===== src/rtl/spicfg_pkg.sv =====
// Register map, field layout and state encoding for the serial peripheral controller
package spicfg_pkg;

	// Register byte offsets
	localparam logic [7:0] OFS_MODE      = 8'h04;
	localparam logic [7:0] OFS_RDATA     = 8'h08;
	localparam logic [7:0] OFS_TDATA     = 8'h0C;
	localparam logic [7:0] OFS_STATUS    = 8'h10;
	localparam logic [7:0] OFS_IEN_SET   = 8'h14;
	localparam logic [7:0] OFS_IEN_CLR   = 8'h18;
	localparam logic [7:0] OFS_IEN_STATE = 8'h1C;
	localparam logic [7:0] OFS_CS0       = 8'h30;

	// Shared interrupt / status bit map
	localparam int IRQ_RX_FULL      = 0;
	localparam int IRQ_TX_HOLD_MT   = 1;
	localparam int IRQ_MODE_FAULT   = 2;
	localparam int IRQ_OVERRUN      = 3;
	localparam int IRQ_RX_END       = 4;
	localparam int IRQ_TX_END       = 5;
	localparam int IRQ_RX_BUF_FULL  = 6;
	localparam int IRQ_TX_BUF_MT    = 7;
	localparam int IRQ_SS_RISE      = 8;
	localparam int IRQ_TX_FULLY_MT  = 9;
	localparam int IRQ_W            = 10;
	localparam int STATUS_ENABLED   = 16;

	// Mode register fields
	localparam int MODE_ENABLE  = 0;
	localparam int MODE_VARSEL  = 1;
	localparam int MODE_DECODE  = 2;
	localparam int MODE_PCS_LSB = 16;
	localparam logic [31:0] MODE_MASK = 32'h000F_0007;

	// Transmit data register fields
	localparam int TD_PCS_LSB = 16;
	localparam int TD_LAST    = 24;

	// Per-select timing register fields
	localparam int CS_POL      = 0;
	localparam int CS_PHA      = 1;
	localparam int CS_HOLD     = 3;
	localparam int CS_BITS_LSB = 4;
	localparam int CS_DIV_LSB  = 8;
	localparam int CS_PRE_LSB  = 16;
	localparam int CS_ITD_LSB  = 24;
	localparam logic [31:0] CS_MASK  = 32'hFFFF_FFFB;
	localparam logic [31:0] CS_RESET = 32'h0000_0000;
	localparam int CS_COUNT = 4;

	// Character and timing constants
	localparam logic [4:0]  BITS_BASE     = 5'h08;
	localparam logic [3:0]  BITS_MAX_CODE = 4'h8;
	localparam logic [4:0]  DATA_BITS     = 5'h10;
	localparam logic [12:0] ITD_SCALE     = 13'h0020;
	localparam logic [12:0] CS_GAP_CYCLES = 13'h0006;
	localparam logic [3:0]  SEL_IDLE      = 4'hF;

	// Bus responses
	localparam logic [1:0] RESP_OKAY   = 2'h0;
	localparam logic [1:0] RESP_SLVERR = 2'h2;

	typedef enum logic [2:0] {
		st_idle,
		st_pre,
		st_shift,
		st_itd,
		st_next,
		st_held,
		st_gap
	} spicfg_state_t;

endpackage : spicfg_pkg


===== src/rtl/spicfg_top.sv =====
// Serial peripheral controller: interrupt masks, per-select timing and serial engine
`timescale 1ns/100ps
module spicfg_top #(
	parameter int NUM_CS = 4
) (
	// Clock and reset
	input  logic        aclk,
	input  logic        aresetn,
	// Register bus, write side
	input  logic [7:0]  awaddr,
	input  logic        awvalid,
	output logic        awready,
	input  logic [31:0] wdata,
	input  logic [3:0]  wstrb,
	input  logic        wvalid,
	output logic        wready,
	output logic [1:0]  bresp,
	output logic        bvalid,
	input  logic        bready,
	// Register bus, read side
	input  logic [7:0]  araddr,
	input  logic        arvalid,
	output logic        arready,
	output logic [31:0] rdata,
	output logic [1:0]  rresp,
	output logic        rvalid,
	input  logic        rready,
	// Serial link
	output logic        serial_clock,
	output logic        mosi_out,
	input  logic        miso_in,
	output logic [3:0]  peripheral_select_out,
	input  logic        slave_select_in,
	// Buffer-controller status levels
	input  logic        rx_end_in,
	input  logic        tx_end_in,
	input  logic        rx_buffer_full_in,
	input  logic        tx_buffer_empty_in,
	// Interrupt
	output logic        irq
);

	if (NUM_CS != spicfg_pkg::CS_COUNT) begin : g_bad_cs
		$error("spicfg_top supports exactly four chip-select timing registers");
	end

	function automatic logic [31:0] merge(input logic [31:0] old, input logic [31:0] data,
			input logic [3:0] strb);
		logic [31:0] m;
		m = {{8{strb[3]}}, {8{strb[2]}}, {8{strb[1]}}, {8{strb[0]}}};
		return (old & ~m) | (data & m);
	endfunction : merge

	function automatic logic [4:0] bits_of(input logic [31:0] c);
		logic [3:0] code;
		code = c[spicfg_pkg::CS_BITS_LSB +: 4];
		// Reserved codes clamp to the longest character rather than overrun the shifter
		if (code > spicfg_pkg::BITS_MAX_CODE)
			code = spicfg_pkg::BITS_MAX_CODE;
		return spicfg_pkg::BITS_BASE + {1'b0, code};
	endfunction : bits_of

	function automatic logic [7:0] half_len(input logic [7:0] div, input logic second);
		logic [7:0] h;
		h = second ? (div >> 1) : 8'((9'(div) + 9'h001) >> 1);
		// Divider 0 or 1 cannot be met with a registered clock; treated as the fastest rate
		return (h == 8'h00) ? 8'h01 : h;
	endfunction : half_len

	function automatic logic [12:0] pre_cycles(input logic [31:0] c);
		logic [7:0] pre;
		pre = c[spicfg_pkg::CS_PRE_LSB +: 8];
		return (pre == 8'h00) ? {5'h00, half_len(c[spicfg_pkg::CS_DIV_LSB +: 8], 1'b1)}
			: {5'h00, pre};
	endfunction : pre_cycles

	function automatic logic [1:0] csr_index(input logic [3:0] pcs, input logic dec);
		if (dec)
			return pcs[3:2];
		else if (!pcs[0])
			return 2'h0;
		else if (!pcs[1])
			return 2'h1;
		else if (!pcs[2])
			return 2'h2;
		else
			return 2'h3;
	endfunction : csr_index

	function automatic logic [3:0] sel_lines(input logic [3:0] pcs, input logic dec);
		return dec ? pcs : ~(4'h1 << csr_index(pcs, 1'b0));
	endfunction : sel_lines

	function automatic logic is_mapped(input logic [7:0] a);
		return a == spicfg_pkg::OFS_MODE || a == spicfg_pkg::OFS_RDATA
			|| a == spicfg_pkg::OFS_TDATA || a == spicfg_pkg::OFS_STATUS
			|| a == spicfg_pkg::OFS_IEN_SET || a == spicfg_pkg::OFS_IEN_CLR
			|| a == spicfg_pkg::OFS_IEN_STATE
			|| (a[7:4] == spicfg_pkg::OFS_CS0[7:4] && a[1:0] == 2'h0);
	endfunction : is_mapped

	spicfg_pkg::spicfg_state_t state;
	logic [31:0]               mode_reg;
	logic [31:0]               csr [NUM_CS];
	logic [spicfg_pkg::IRQ_W-1:0] ien;
	logic                      aw_held;
	logic                      w_held;
	logic [7:0]                aw_addr_q;
	logic [31:0]               w_data_q;
	logic [3:0]                w_strb_q;
	logic                      hold_valid;
	logic                      hold_last;
	logic [15:0]               hold_data;
	logic [3:0]                hold_pcs;
	logic                      rx_full;
	logic                      mode_fault;
	logic                      overrun;
	logic                      ss_rise;
	logic                      tx_fully_empty;
	logic [15:0]               rdata_q;
	logic [2:0]                ss_sync;
	logic [2:0]                miso_sync;
	logic                      ss_stable;
	logic                      miso_s;
	logic [1:0]                cur_idx;
	logic [3:0]                cur_sel;
	logic [15:0]               sh;
	logic [15:0]               rx_sh;
	logic                      mosi_q;
	logic                      sclk_q;
	logic                      last_q;
	logic [7:0]                hcnt;
	logic [5:0]                eidx;
	logic [12:0]               cnt;
	logic [31:0]               status;

	// Bus decode
	wire        wr_fire   = aw_held && w_held && !bvalid;
	wire        rd_fire   = arvalid && arready;
	wire [31:0] wbits     = merge(32'h0000_0000, w_data_q, w_strb_q);
	wire        wr_mode   = wr_fire && aw_addr_q == spicfg_pkg::OFS_MODE;
	wire        wr_tdata  = wr_fire && aw_addr_q == spicfg_pkg::OFS_TDATA;
	wire        wr_ien_st = wr_fire && aw_addr_q == spicfg_pkg::OFS_IEN_SET;
	wire        wr_ien_cl = wr_fire && aw_addr_q == spicfg_pkg::OFS_IEN_CLR;
	wire        wr_cs     = wr_fire && aw_addr_q[7:4] == spicfg_pkg::OFS_CS0[7:4]
		&& aw_addr_q[1:0] == 2'h0;
	wire        rd_status = rd_fire && araddr == spicfg_pkg::OFS_STATUS;
	wire        rd_rdata  = rd_fire && araddr == spicfg_pkg::OFS_RDATA;

	// Character selection and current configuration
	wire        enabled  = mode_reg[spicfg_pkg::MODE_ENABLE];
	wire        decode   = mode_reg[spicfg_pkg::MODE_DECODE];
	wire [3:0]  sel_pcs  = mode_reg[spicfg_pkg::MODE_VARSEL] ? hold_pcs
		: mode_reg[spicfg_pkg::MODE_PCS_LSB +: 4];
	wire [1:0]  next_idx = csr_index(sel_pcs, decode);
	wire [3:0]  next_sel = sel_lines(sel_pcs, decode);
	wire [31:0] cfg      = csr[cur_idx];
	wire [31:0] ld_cfg   = csr[next_idx];
	wire        cur_pol  = cfg[spicfg_pkg::CS_POL];
	wire        cur_pha  = cfg[spicfg_pkg::CS_PHA];
	wire        cur_hold = cfg[spicfg_pkg::CS_HOLD];
	wire [7:0]  cur_div  = cfg[spicfg_pkg::CS_DIV_LSB +: 8];
	wire [7:0]  cur_itd  = cfg[spicfg_pkg::CS_ITD_LSB +: 8];
	wire [4:0]  cur_bits = bits_of(cfg);
	wire [15:0] ld_word  = hold_data << (spicfg_pkg::DATA_BITS - bits_of(ld_cfg));

	// Serial edge timing
	wire        edge_now    = state == spicfg_pkg::st_shift && hcnt == 8'h01;
	wire        lead        = ~eidx[0];
	wire        last_edge   = eidx == ({cur_bits, 1'b0} - 6'h01);
	wire        capture_now = edge_now && (lead == cur_pha);
	wire        change_now  = edge_now && (cur_pha ? (!lead && !last_edge) : lead);
	wire        char_done   = edge_now && last_edge;
	wire [15:0] rx_next     = {rx_sh[14:0], miso_s};
	wire        same_sel    = hold_valid && next_sel == cur_sel && !last_q;
	wire        cont_now    = char_done && cur_itd == 8'h00 && same_sel;
	wire        take        = (state == spicfg_pkg::st_idle && enabled && hold_valid)
		|| (state == spicfg_pkg::st_held && enabled && same_sel)
		|| (state == spicfg_pkg::st_next && same_sel) || cont_now;
	wire        ss_settled  = ss_sync[1] == ss_sync[2];
	wire        ss_evt_rise = ss_settled && ss_sync[2] && !ss_stable;
	wire        ss_evt_fall = ss_settled && !ss_sync[2] && ss_stable;
	wire        tx_hold_mt  = enabled && !hold_valid;
	wire        link_idle   = state == spicfg_pkg::st_idle || state == spicfg_pkg::st_held;

	always_comb begin
		status = 32'h0000_0000;
		status[spicfg_pkg::IRQ_RX_FULL]     = rx_full;
		status[spicfg_pkg::IRQ_TX_HOLD_MT]  = tx_hold_mt;
		status[spicfg_pkg::IRQ_MODE_FAULT]  = mode_fault;
		status[spicfg_pkg::IRQ_OVERRUN]     = overrun;
		status[spicfg_pkg::IRQ_RX_END]      = rx_end_in;
		status[spicfg_pkg::IRQ_TX_END]      = tx_end_in;
		status[spicfg_pkg::IRQ_RX_BUF_FULL] = rx_buffer_full_in;
		status[spicfg_pkg::IRQ_TX_BUF_MT]   = tx_buffer_empty_in;
		status[spicfg_pkg::IRQ_SS_RISE]     = ss_rise;
		status[spicfg_pkg::IRQ_TX_FULLY_MT] = tx_fully_empty;
		status[spicfg_pkg::STATUS_ENABLED]  = enabled;
	end

	wire [31:0] rd_mux =
		(araddr == spicfg_pkg::OFS_MODE)      ? mode_reg :
		(araddr == spicfg_pkg::OFS_RDATA)     ? {16'h0000, rdata_q} :
		(araddr == spicfg_pkg::OFS_STATUS)    ? status :
		(araddr == spicfg_pkg::OFS_IEN_STATE) ? {{(32 - spicfg_pkg::IRQ_W){1'b0}}, ien} :
		(araddr[7:4] == spicfg_pkg::OFS_CS0[7:4] && araddr[1:0] == 2'h0) ? csr[araddr[3:2]] :
		32'h0000_0000;

	assign awready               = !aw_held && !bvalid;
	assign wready                = !w_held && !bvalid;
	assign arready               = !rvalid;
	assign serial_clock          = sclk_q;
	assign mosi_out              = mosi_q;
	assign peripheral_select_out = cur_sel;

	// Write channel: address and data may arrive in either order
	always_ff @(posedge aclk) begin
		if (!aresetn) begin
			aw_held   <= 1'b0;
			w_held    <= 1'b0;
			aw_addr_q <= 8'h00;
			w_data_q  <= 32'h0000_0000;
			w_strb_q  <= 4'h0;
			bvalid    <= 1'b0;
			bresp     <= spicfg_pkg::RESP_OKAY;
		end else begin
			if (awvalid && awready) begin
				aw_held   <= 1'b1;
				aw_addr_q <= awaddr;
			end
			if (wvalid && wready) begin
				w_held   <= 1'b1;
				w_data_q <= wdata;
				w_strb_q <= wstrb;
			end
			if (wr_fire) begin
				aw_held <= 1'b0;
				w_held  <= 1'b0;
				bvalid  <= 1'b1;
				bresp   <= is_mapped(aw_addr_q) ? spicfg_pkg::RESP_OKAY : spicfg_pkg::RESP_SLVERR;
			end else if (bvalid && bready) begin
				bvalid <= 1'b0;
			end
		end
	end

	always_ff @(posedge aclk) begin
		if (!aresetn) begin
			rvalid <= 1'b0;
			rdata  <= 32'h0000_0000;
			rresp  <= spicfg_pkg::RESP_OKAY;
		end else if (rd_fire) begin
			rvalid <= 1'b1;
			rdata  <= rd_mux;
			rresp  <= is_mapped(araddr) ? spicfg_pkg::RESP_OKAY : spicfg_pkg::RESP_SLVERR;
		end else if (rvalid && rready) begin
			rvalid <= 1'b0;
		end
	end

	// Software-written configuration
	always_ff @(posedge aclk) begin
		if (!aresetn) begin
			mode_reg <= 32'h0000_0000;
			ien      <= '0;
			for (int i = 0; i < NUM_CS; i++)
				csr[i] <= spicfg_pkg::CS_RESET;
		end else begin
			if (wr_mode)
				mode_reg <= merge(mode_reg, w_data_q, w_strb_q) & spicfg_pkg::MODE_MASK;
			if (wr_ien_st)
				ien <= ien | wbits[spicfg_pkg::IRQ_W-1:0];
			if (wr_ien_cl)
				ien <= ien & ~wbits[spicfg_pkg::IRQ_W-1:0];
			if (wr_cs)
				csr[aw_addr_q[3:2]] <= merge(csr[aw_addr_q[3:2]], w_data_q, w_strb_q)
					& spicfg_pkg::CS_MASK;
		end
	end

	// Transmit holding word; a new write wins over the engine taking the old one
	always_ff @(posedge aclk) begin
		if (!aresetn) begin
			hold_valid <= 1'b0;
			hold_data  <= 16'h0000;
			hold_pcs   <= 4'h0;
			hold_last  <= 1'b0;
		end else if (wr_tdata) begin
			hold_valid <= 1'b1;
			hold_data  <= wbits[15:0];
			hold_pcs   <= wbits[spicfg_pkg::TD_PCS_LSB +: 4];
			hold_last  <= wbits[spicfg_pkg::TD_LAST];
		end else if (take) begin
			hold_valid <= 1'b0;
		end
	end

	// Status flags: a setting event wins over a clearing read in the same cycle
	always_ff @(posedge aclk) begin
		if (!aresetn) begin
			rx_full        <= 1'b0;
			overrun        <= 1'b0;
			mode_fault     <= 1'b0;
			ss_rise        <= 1'b0;
			tx_fully_empty <= 1'b0;
			rdata_q        <= 16'h0000;
			irq            <= 1'b0;
		end else begin
			rx_full    <= char_done || (rx_full && !rd_rdata);
			overrun    <= (char_done && rx_full && !rd_rdata) || (overrun && !rd_status);
			mode_fault <= (ss_evt_fall && enabled) || (mode_fault && !rd_status);
			ss_rise    <= ss_evt_rise || (ss_rise && !rd_status);
			tx_fully_empty <= !wr_tdata && !hold_valid && !take && link_idle;
			if (char_done)
				rdata_q <= capture_now ? rx_next : rx_sh;
			irq <= |(status[spicfg_pkg::IRQ_W-1:0] & ien);
		end
	end

	// Pin inputs: three stages, a change counts once stages two and three agree
	// Received bits come through this delay, so dividers below ten (below nine with the phase bit set) capture stale data
	always_ff @(posedge aclk) begin
		if (!aresetn) begin
			ss_sync   <= 3'h7;
			miso_sync <= 3'h0;
			ss_stable <= 1'b1;
			miso_s    <= 1'b0;
		end else begin
			ss_sync   <= {ss_sync[1:0], slave_select_in};
			miso_sync <= {miso_sync[1:0], miso_in};
			if (ss_settled)
				ss_stable <= ss_sync[2];
			if (miso_sync[1] == miso_sync[2])
				miso_s <= miso_sync[2];
		end
	end

	// Serial engine
	always_ff @(posedge aclk) begin
		if (!aresetn) begin
			state   <= spicfg_pkg::st_idle;
			cur_idx <= 2'h0;
			cur_sel <= spicfg_pkg::SEL_IDLE;
			sh      <= 16'h0000;
			rx_sh   <= 16'h0000;
			mosi_q  <= 1'b0;
			sclk_q  <= 1'b0;
			last_q  <= 1'b0;
			hcnt    <= 8'h01;
			eidx    <= 6'h00;
			cnt     <= 13'h0000;
		end else begin
			case (state)
				spicfg_pkg::st_idle: begin
					sclk_q <= cur_pol;
				end
				spicfg_pkg::st_pre: begin
					cnt <= cnt - 13'h0001;
					if (cnt <= 13'h0002) begin
						state <= spicfg_pkg::st_shift;
						hcnt  <= 8'h01;
					end
				end
				spicfg_pkg::st_shift: begin
					if (edge_now) begin
						sclk_q <= ~sclk_q;
						if (capture_now)
							rx_sh <= rx_next;
						if (change_now) begin
							mosi_q <= sh[15];
							sh     <= {sh[14:0], 1'b0};
						end
						if (last_edge) begin
							state <= (cur_itd != 8'h00) ? spicfg_pkg::st_itd : spicfg_pkg::st_next;
							cnt   <= spicfg_pkg::ITD_SCALE * {5'h00, cur_itd};
						end else begin
							eidx <= eidx + 6'h01;
							hcnt <= half_len(cur_div, lead);
						end
					end else begin
						hcnt <= hcnt - 8'h01;
					end
				end
				spicfg_pkg::st_itd: begin
					cnt <= cnt - 13'h0001;
					if (cnt <= 13'h0001)
						state <= spicfg_pkg::st_next;
				end
				spicfg_pkg::st_next: begin
					if (!same_sel) begin
						if (!hold_valid && cur_hold && !last_q) begin
							state <= spicfg_pkg::st_held;
						end else begin
							state   <= spicfg_pkg::st_gap;
							cnt     <= spicfg_pkg::CS_GAP_CYCLES;
							cur_sel <= spicfg_pkg::SEL_IDLE;
						end
					end
				end
				spicfg_pkg::st_held: begin
					if ((hold_valid && next_sel != cur_sel) || !enabled) begin
						state   <= spicfg_pkg::st_gap;
						cnt     <= spicfg_pkg::CS_GAP_CYCLES;
						cur_sel <= spicfg_pkg::SEL_IDLE;
					end
				end
				spicfg_pkg::st_gap: begin
					cnt <= cnt - 13'h0001;
					if (cnt <= 13'h0001)
						state <= spicfg_pkg::st_idle;
				end
				default: begin
					state <= spicfg_pkg::st_idle;
				end
			endcase
			// Loading a character overrides whatever the state step chose
			if (take) begin
				cur_idx <= next_idx;
				cur_sel <= next_sel;
				last_q  <= hold_last;
				rx_sh   <= 16'h0000;
				eidx    <= 6'h00;
				if (ld_cfg[spicfg_pkg::CS_PHA]) begin
					mosi_q <= ld_word[15];
					sh     <= {ld_word[14:0], 1'b0};
				end else begin
					sh <= ld_word;
				end
				if (state == spicfg_pkg::st_idle) begin
					state  <= spicfg_pkg::st_pre;
					cnt    <= pre_cycles(ld_cfg);
					sclk_q <= ld_cfg[spicfg_pkg::CS_POL];
				end else begin
					state <= spicfg_pkg::st_shift;
					hcnt  <= half_len(ld_cfg[spicfg_pkg::CS_DIV_LSB +: 8], 1'b0);
				end
			end
		end
	end
endmodule : spicfg_top


===== config.mk =====
export PLATFORM = sky130hd
export DESIGN_NAME = spicfg_top
export DESIGN_NICKNAME = d
export VERILOG_FILES = /design/src/rtl/spicfg_pkg.sv /design/src/rtl/spicfg_top.sv
export SDC_FILE = /design/constraint.sdc
export NUM_CORES = 1
export LEC_CHECK = 0
export BUFFER_PORTS_ARGS = -buffer_cell sky130_fd_sc_hd__clkbuf_2
export CAP_MARGIN = 40
export CORE_MARGIN = 1
export CORE_UTILIZATION = 43
export DETAILED_ROUTE_END_ITERATION = 6
export GPL_TIMING_DRIVEN = 0
export HOLD_SLACK_MARGIN = 0.02
export PLACE_DENSITY = 0.62
export SETUP_SLACK_MARGIN = 0.02
export SLEW_MARGIN = 20
export SYNTH_ARGS = -nofsm -noshare
export SYNTH_HDL_FRONTEND = slang
export SYNTH_SLANG_ARGS = --single-unit

===== constraint.sdc =====
create_clock -name aclk -period 11 [get_ports aclk]
set_input_delay 3.3 -clock aclk [delete_from_list [all_inputs] [get_ports aclk]]
set_output_delay 3.3 -clock aclk [all_outputs]
set_load 0.01 [all_outputs]

Yosys cells after proc, flatten, opt, wreduce, memory -nomap -nowiden
Memory sizes are Yosys's and may differ from the RTL's. A register that Yosys moved wholly into a read port is not among the register bits.
Cells that the tools add are included.
{"block": "classes", "addsub": 9, "n_lt_le_gt_ge": 4, "n_eq_ne": 38, "n_shift": 2, "mux": 86, "bitwise": 15, "n_reduce_logical": 115}
{"cell": "two-way mux 32 bit", "n": 5}
{"cell": "two-way mux 16 bit", "n": 6}
{"cell": "two-way mux 13 bit", "n": 7}
{"cell": "two-way mux 8 bit", "n": 9}
{"cell": "AND 32 bit", "n": 2}
{"cell": "equality test 8 x 5 -> 1 bit, second input constant", "n": 8}
{"cell": "one-hot mux 13 bit (4 select lines)", "n": 1}
{"cell": "logical AND 1 bit", "n": 51}
{"cell": "logical NOT 8 bit", "n": 5}
{"cell": "equality test 8 x 4 -> 1 bit, second input constant", "n": 4}
{"cell": "two-way mux 4 bit", "n": 8}
{"cell": "NOT 32 bit", "n": 1}
{"cell": "bitwise OR 32 bit", "n": 1}
{"cell": "two-way mux 31 bit", "n": 1}
{"cell": "OR reduction 31 bit", "n": 1}
{"cell": "two-way mux 3 bit", "n": 9}
{"cell": "two-way mux 2 bit", "n": 12}
{"cell": "logical OR 1 bit", "n": 23}
{"cell": "two-way mux 1 bit", "n": 21}
{"cell": "!= test 3 bit, second input constant", "n": 7}
{"cell": "one-hot mux 3 bit (7 select lines)", "n": 1}
{"cell": "AND 10 bit", "n": 2}
{"cell": "AND 20 bit", "n": 1}
{"cell": "two-way mux 10 bit", "n": 2}
{"cell": "other kinds (46)", "n": 81}
{"block": "totals", "regBits": 224, "mem_bits_rw": 124, "out_inout_bits": 48, "wordCells": 308, "n_memories": 1}
{"name": "csr", "words": 4, "width": 31, "rd": 4, "rd_ports_with_merged_regs": 2, "write_ports": 4, "line": "spicfg_top.sv:104", "rtl": "logic [31:0] csr [NUM_CS];"}

Longest topological paths before layout
{"block": "logic_depth", "ltp_word": 17, "depth_mapped": 18, "ltp_nobuf": 13}

Worst setup path after synthesis
OpenSTA, ideal clock, no wires.
{"block": "synth_timing", "path_kind": "input -> register", "startpoint": "input port araddr[7]", "endpoint": "register rdata[7]", "setup_ns": 0.070, "t_arrival_ns": 5.270, "path_slack_ns": 5.660, "stages": 6, "path_cell_list": "nor4_1 -> nand2b_1 -> nor4b_1 -> clkbuf_1 -> a221oi_1 -> a21oi_1"}
{"block": "synth_between", "elab_chain_len": 7, "word_cells_on_any_way": 11, "classes_between": "eq/ne (5); mux (5); reduce/logical (1)"}
{"item": "start, declared", "line": "spicfg_top.sv:21", "rtl": "input logic [7:0] araddr,"}
{"item": "equality test 4 x 2 -> 1 bit", "line": "spicfg_top.sv:206", "rtl": "(araddr[7:4] == spicfg_pkg::OFS_CS0[7:4] && araddr[1:0] == 2'h0) ? csr[araddr[3:2]] :"}
{"item": "logical AND 1 bit", "line": "spicfg_top.sv:206"}
{"item": "two-way mux 32 bit", "line": "spicfg_top.sv:206"}
{"item": "two-way mux 32 bit", "line": "spicfg_top.sv:205", "rtl": "(araddr == spicfg_pkg::OFS_IEN_STATE) ? {{(32 - spicfg_pkg::IRQ_W){1'b0}}, ien} :"}
{"item": "two-way mux 32 bit", "line": "spicfg_top.sv:204", "rtl": "(araddr == spicfg_pkg::OFS_STATUS) ? status :"}
{"item": "two-way mux 32 bit", "line": "spicfg_top.sv:203", "rtl": "(araddr == spicfg_pkg::OFS_RDATA) ? {16'h0000, rdata_q} :"}
{"item": "two-way mux 32 bit (*)", "line": "spicfg_top.sv:202", "rtl": "(araddr == spicfg_pkg::OFS_MODE) ? mode_reg :"}
{"item": "end signal, assigned", "line": "spicfg_top.sv:254", "rtl": "rdata <= rd_mux;"}
{"item": "end, declared", "line": "spicfg_top.sv:24", "rtl": "output logic [31:0] rdata,"}
Mark *: on every way between the ends. The rest lies on a longest branch, timed or not.
A chain may end at the register's enable or synchronous reset.

Worst setup path in the final report
{"block": "layout_timing", "startpoint": "input port araddr[3]", "endpoint": "register rdata[12]"}
{"block": "layout_between", "elab_chain_len": 6, "word_cells_on_any_way": 10, "classes_between": "eq/ne (4); mux (5); memory (1)"}
{"item": "memory read (4 x 31 bit)"}
{"item": "two-way mux 32 bit", "line": "spicfg_top.sv:206"}
{"item": "two-way mux 32 bit", "line": "spicfg_top.sv:205"}
{"item": "two-way mux 32 bit", "line": "spicfg_top.sv:204"}
{"item": "two-way mux 32 bit", "line": "spicfg_top.sv:203"}
{"item": "two-way mux 32 bit (*)", "line": "spicfg_top.sv:202"}
Marks and branches as above.

==> impl_results.md <==
* NetSw at approximately 780 uW
* Worst-Skew Late Latency at 0.58 ns
* Area of the mapped netlist at 19100 um2
* Slew margin rel. at 39.6%
* Post-synthesis async set-or-reset flop share at 0%
* Busiest grt layer: met2
* Initial antenna violation count at 2
* Critical Path RT at 11.42 ns
* Total gr overflow at 0
* Worst path arrival time at 6.30 ns
* Multi-input gate area at 10100 um2
* Min Tclk post-route at around 5.9 ns
* Syn Area/Cell at 9.52 um2
* DRT antenna net count at 0
* R2r setup slk at roughly 6 ns
* H-tree depth at 2
* Largest net degree at the start of global routing at 24
* Share of the synthesized area in the top cell type at 23.7%
* Vias in the first global route at about 16k
* GRT met1 Usage at about two fifths
* RSZ-0062 raised after global routing: false
* Drt first pass iters at 6
* Synth warn at 0
* Setup TNS Final at 0 ns
* Post-DP HPWL at 51800 um
* Critical-path cell list: clkbuf_1 -> buf_1 -> buf_1 -> mux4_2 -> a221oi_1 -> nor3_1
* Setup CP Type: in -> reg
* Site Rows at 76
* Clock-pin slew on the worst setup and hold paths at 0.06 ns
* Initial core utilization at a little over two fifths
* CTS Buffer Depth at 3
* Vias/cell at 6.12
* CP Capture Type: flip-flop
* Tcrit/Tclk final at about 53%
* Cell taking the most area after synthesis: dfxtp_1
* Compound-cell area share of the yosys netlist at between 10% and 20%
* Core area at 43400 um2
* Net Sw Frac at about a quarter
* Post-CTS sizing at 0
* Post-route non-filler standard cell count at 2804
* Critical path peak fanout at 10
* Num Clock Sinks at 350
* Wire length per cell at around 24 um
* Max IR drop VDD at 0.000112 V
* Outcome: finished clean
* Comb pwr share at 9.1%
* Internal at 2300 uW
* Placed insts at 2722
* Grt met3 use at 5.61%
* # hold bufs at CTS at 0
* Max-Cap Viols at 0
* First-pass GRT wire length at between 100000 and 150000 um
* Synth unique cells at 87
* Max-slew violation count at 0
* DRC at 0
* Final nets at 2262
* Worst path most repeated cell: buf_1
* CP max-delay cell: buf_1
* Via count at between 15k and 20k
* Crit path largest cell delay at 0.70 ns
* Iter 0 DRT Violations at 1877
* Final Hold Fails at 0
* Yosys reg bits at 350
* Global Route Usage Sum at 30.3%
* Placer Congestion at 0.947
* Synthesis-to-finish area growth at 16.0%
* Layout cells sized above 1 at between 10% and 20%
* PortBufs at 108
* Clock share of power at around 45%
* Post-synthesis simple-gate area fraction at 18.6%
* Reg power frac at 45.6%
* Register area share after synthesis at 43.3%
* XOR/XNOR share of the synthesized area at 1.42%
* Number of synthesized flops with an enable pin at 124
* Final WL at 68400 um
* Clk_skew at around 0.023 ns
* Hold Path Class: reg -> reg
* TritonCTS clock tree: yes
* Mux contribution to synthesized area at 17.0%
* Reg area at 8250 um2
* Number of top-level pins at 113
* Largest family of logic cells by synthesized area: simple AND/OR/NAND/NOR gates
* Post-synthesis adder-cell area fraction at 0.788%
* Worst Tran Pin Value at 0.905 ns
* Peak Freq at 170 MHz
* Die Footprint at 45200 um2
* Die height at 213 um
* Met2 Use GR at 47.6%
* Post-CTS Setup Inserts at 0
* Synth area leaders: dfxtp_1 24%, edfxtp_1 20%, mux4_2 11%, mux2i_1 5.7%, nor2_1 5.6%
* Synth Instances at around 2k
* Utilization after layout at 51.0%
* Fill cells at between 4k and 5k
* Pwr Density at 140 nW/um2
* Top FF cell, synth: dfxtp_1
* Clock Root Buffer: clkbuf_16
* Startpoint Class: input pin
* Most common cell in the synthesized netlist: nor2_1
* Total CTS buffers at 42
* Top cells by count, synth: 283 x nor2_1, 269 x nand2_1, 226 x dfxtp_1
* Die width at 213 um
* Final setup fails at 0
* Leak at 0.00791 uW
-- cell type report --
cell class,count,share of cell area [%]
multi-input cells,1471,45.7
flip-flops and latches,350,37.3
clock buffers,57,5.52
repair buffers,138,4.07
well taps,585,3.31
plain buffers,149,2.78
clock inverters,19,0.713
inverters,33,0.560
diodes,2,0.0226
-- stage by stage --
stage               hold slack (ns)  total power (uW)  instance area (um2)  worst slack [ns]
floorplan                     0.386              1590                19100              5.66
global placement              0.400              1690                20300              3.91
detailed placement            0.398              1710                20700              4.53
CTS                           0.420              3090                22100              5.10
global route                  0.437              3170                22100              5.02
finish                        0.411              3090                22100              5.12
-- power by group through the flow --
stage	Sequential [uW]	Clock (uW)	Combinational [uW]
after floorplan	1420	0	164
after global placement	1430	0	259
after detailed placement	1430	0	274
after CTS	1410	1410	276
after global routing	1410	1460	298
final	1410	1400	280
-- path summary, 6_finish.rpt --
| check | cells after the start | start | endpoint |
|---|---|---|---|
| setup / recovery | 6 | araddr[3] | rdata[12] |
| hold / removal | 1 | ss_sync[0] | ss_sync[1] |
| setup reg to reg | 16 | flip-flop | sh[11] |
| hold reg to reg | 1 | ss_sync[0] | ss_sync[1] |
-- kinds of logic after synthesis --
family                     count (synthesis)
AOI/OAI and AO/OA                        425
xor gates and xnor gates                  31
adders and majority gates                 12
buffers and inverters                    182
DFF                                      350
muxes                                    208
other                                      1
and+or+nand+nor                          793
-- worst max-delay path, delay by kind of cell --
kind / cells / cell delay [ns]
mux: 1 / 0.45
compound gates: 1 / 0.56
buf+inv: 3 / 1.90
simple gates: 1 / 0.08
-- state kept, by name (all words and copies together) (netlist names), 6 cells and up, named ones only --
signal	count
csr	124
rdata	32
w_data_q	32
hold_data	16
rdata_q	16
rx_sh	16
sh	16
cnt	13
aw_addr_q	8
hcnt	8
eidx	6
-- cells in the final DEF (no fill, tap or decap), types with 13 or more instances in the layout --
master     instances
edfxtp_1         124
inv_1             32
buf_1             17
o21ai_0           59
a211oi_1          37
a31oi_1           23
nand2b_1          17
buf_4             13
and2_1            14
nand2_1          266
nand3_1           56
or2_2             16
dfxtp_1          226
xor2_1            15
and3_1            22
a21oi_1          144
clkbuf_2         108
mux2i_1          109
nor2_1           283
mux4_2            92
clkbuf_16         45
clkbuf_1         115
a221oi_1          27
nor3_1            38
a22oi_1           27
buf_2             18
nor2b_1           16
xnor2_1           16
-- per-layer routing --
metal	share of wire (%)	wire (um)	vias up
met2	45	31000	909
li1	-	-	7756
met4	4.4	2980	2
met1	41	28200	8340
met3	9.1	6250	156
met5	0.018	12	-
No activity file was read; power rests on OpenSTA's default activity.
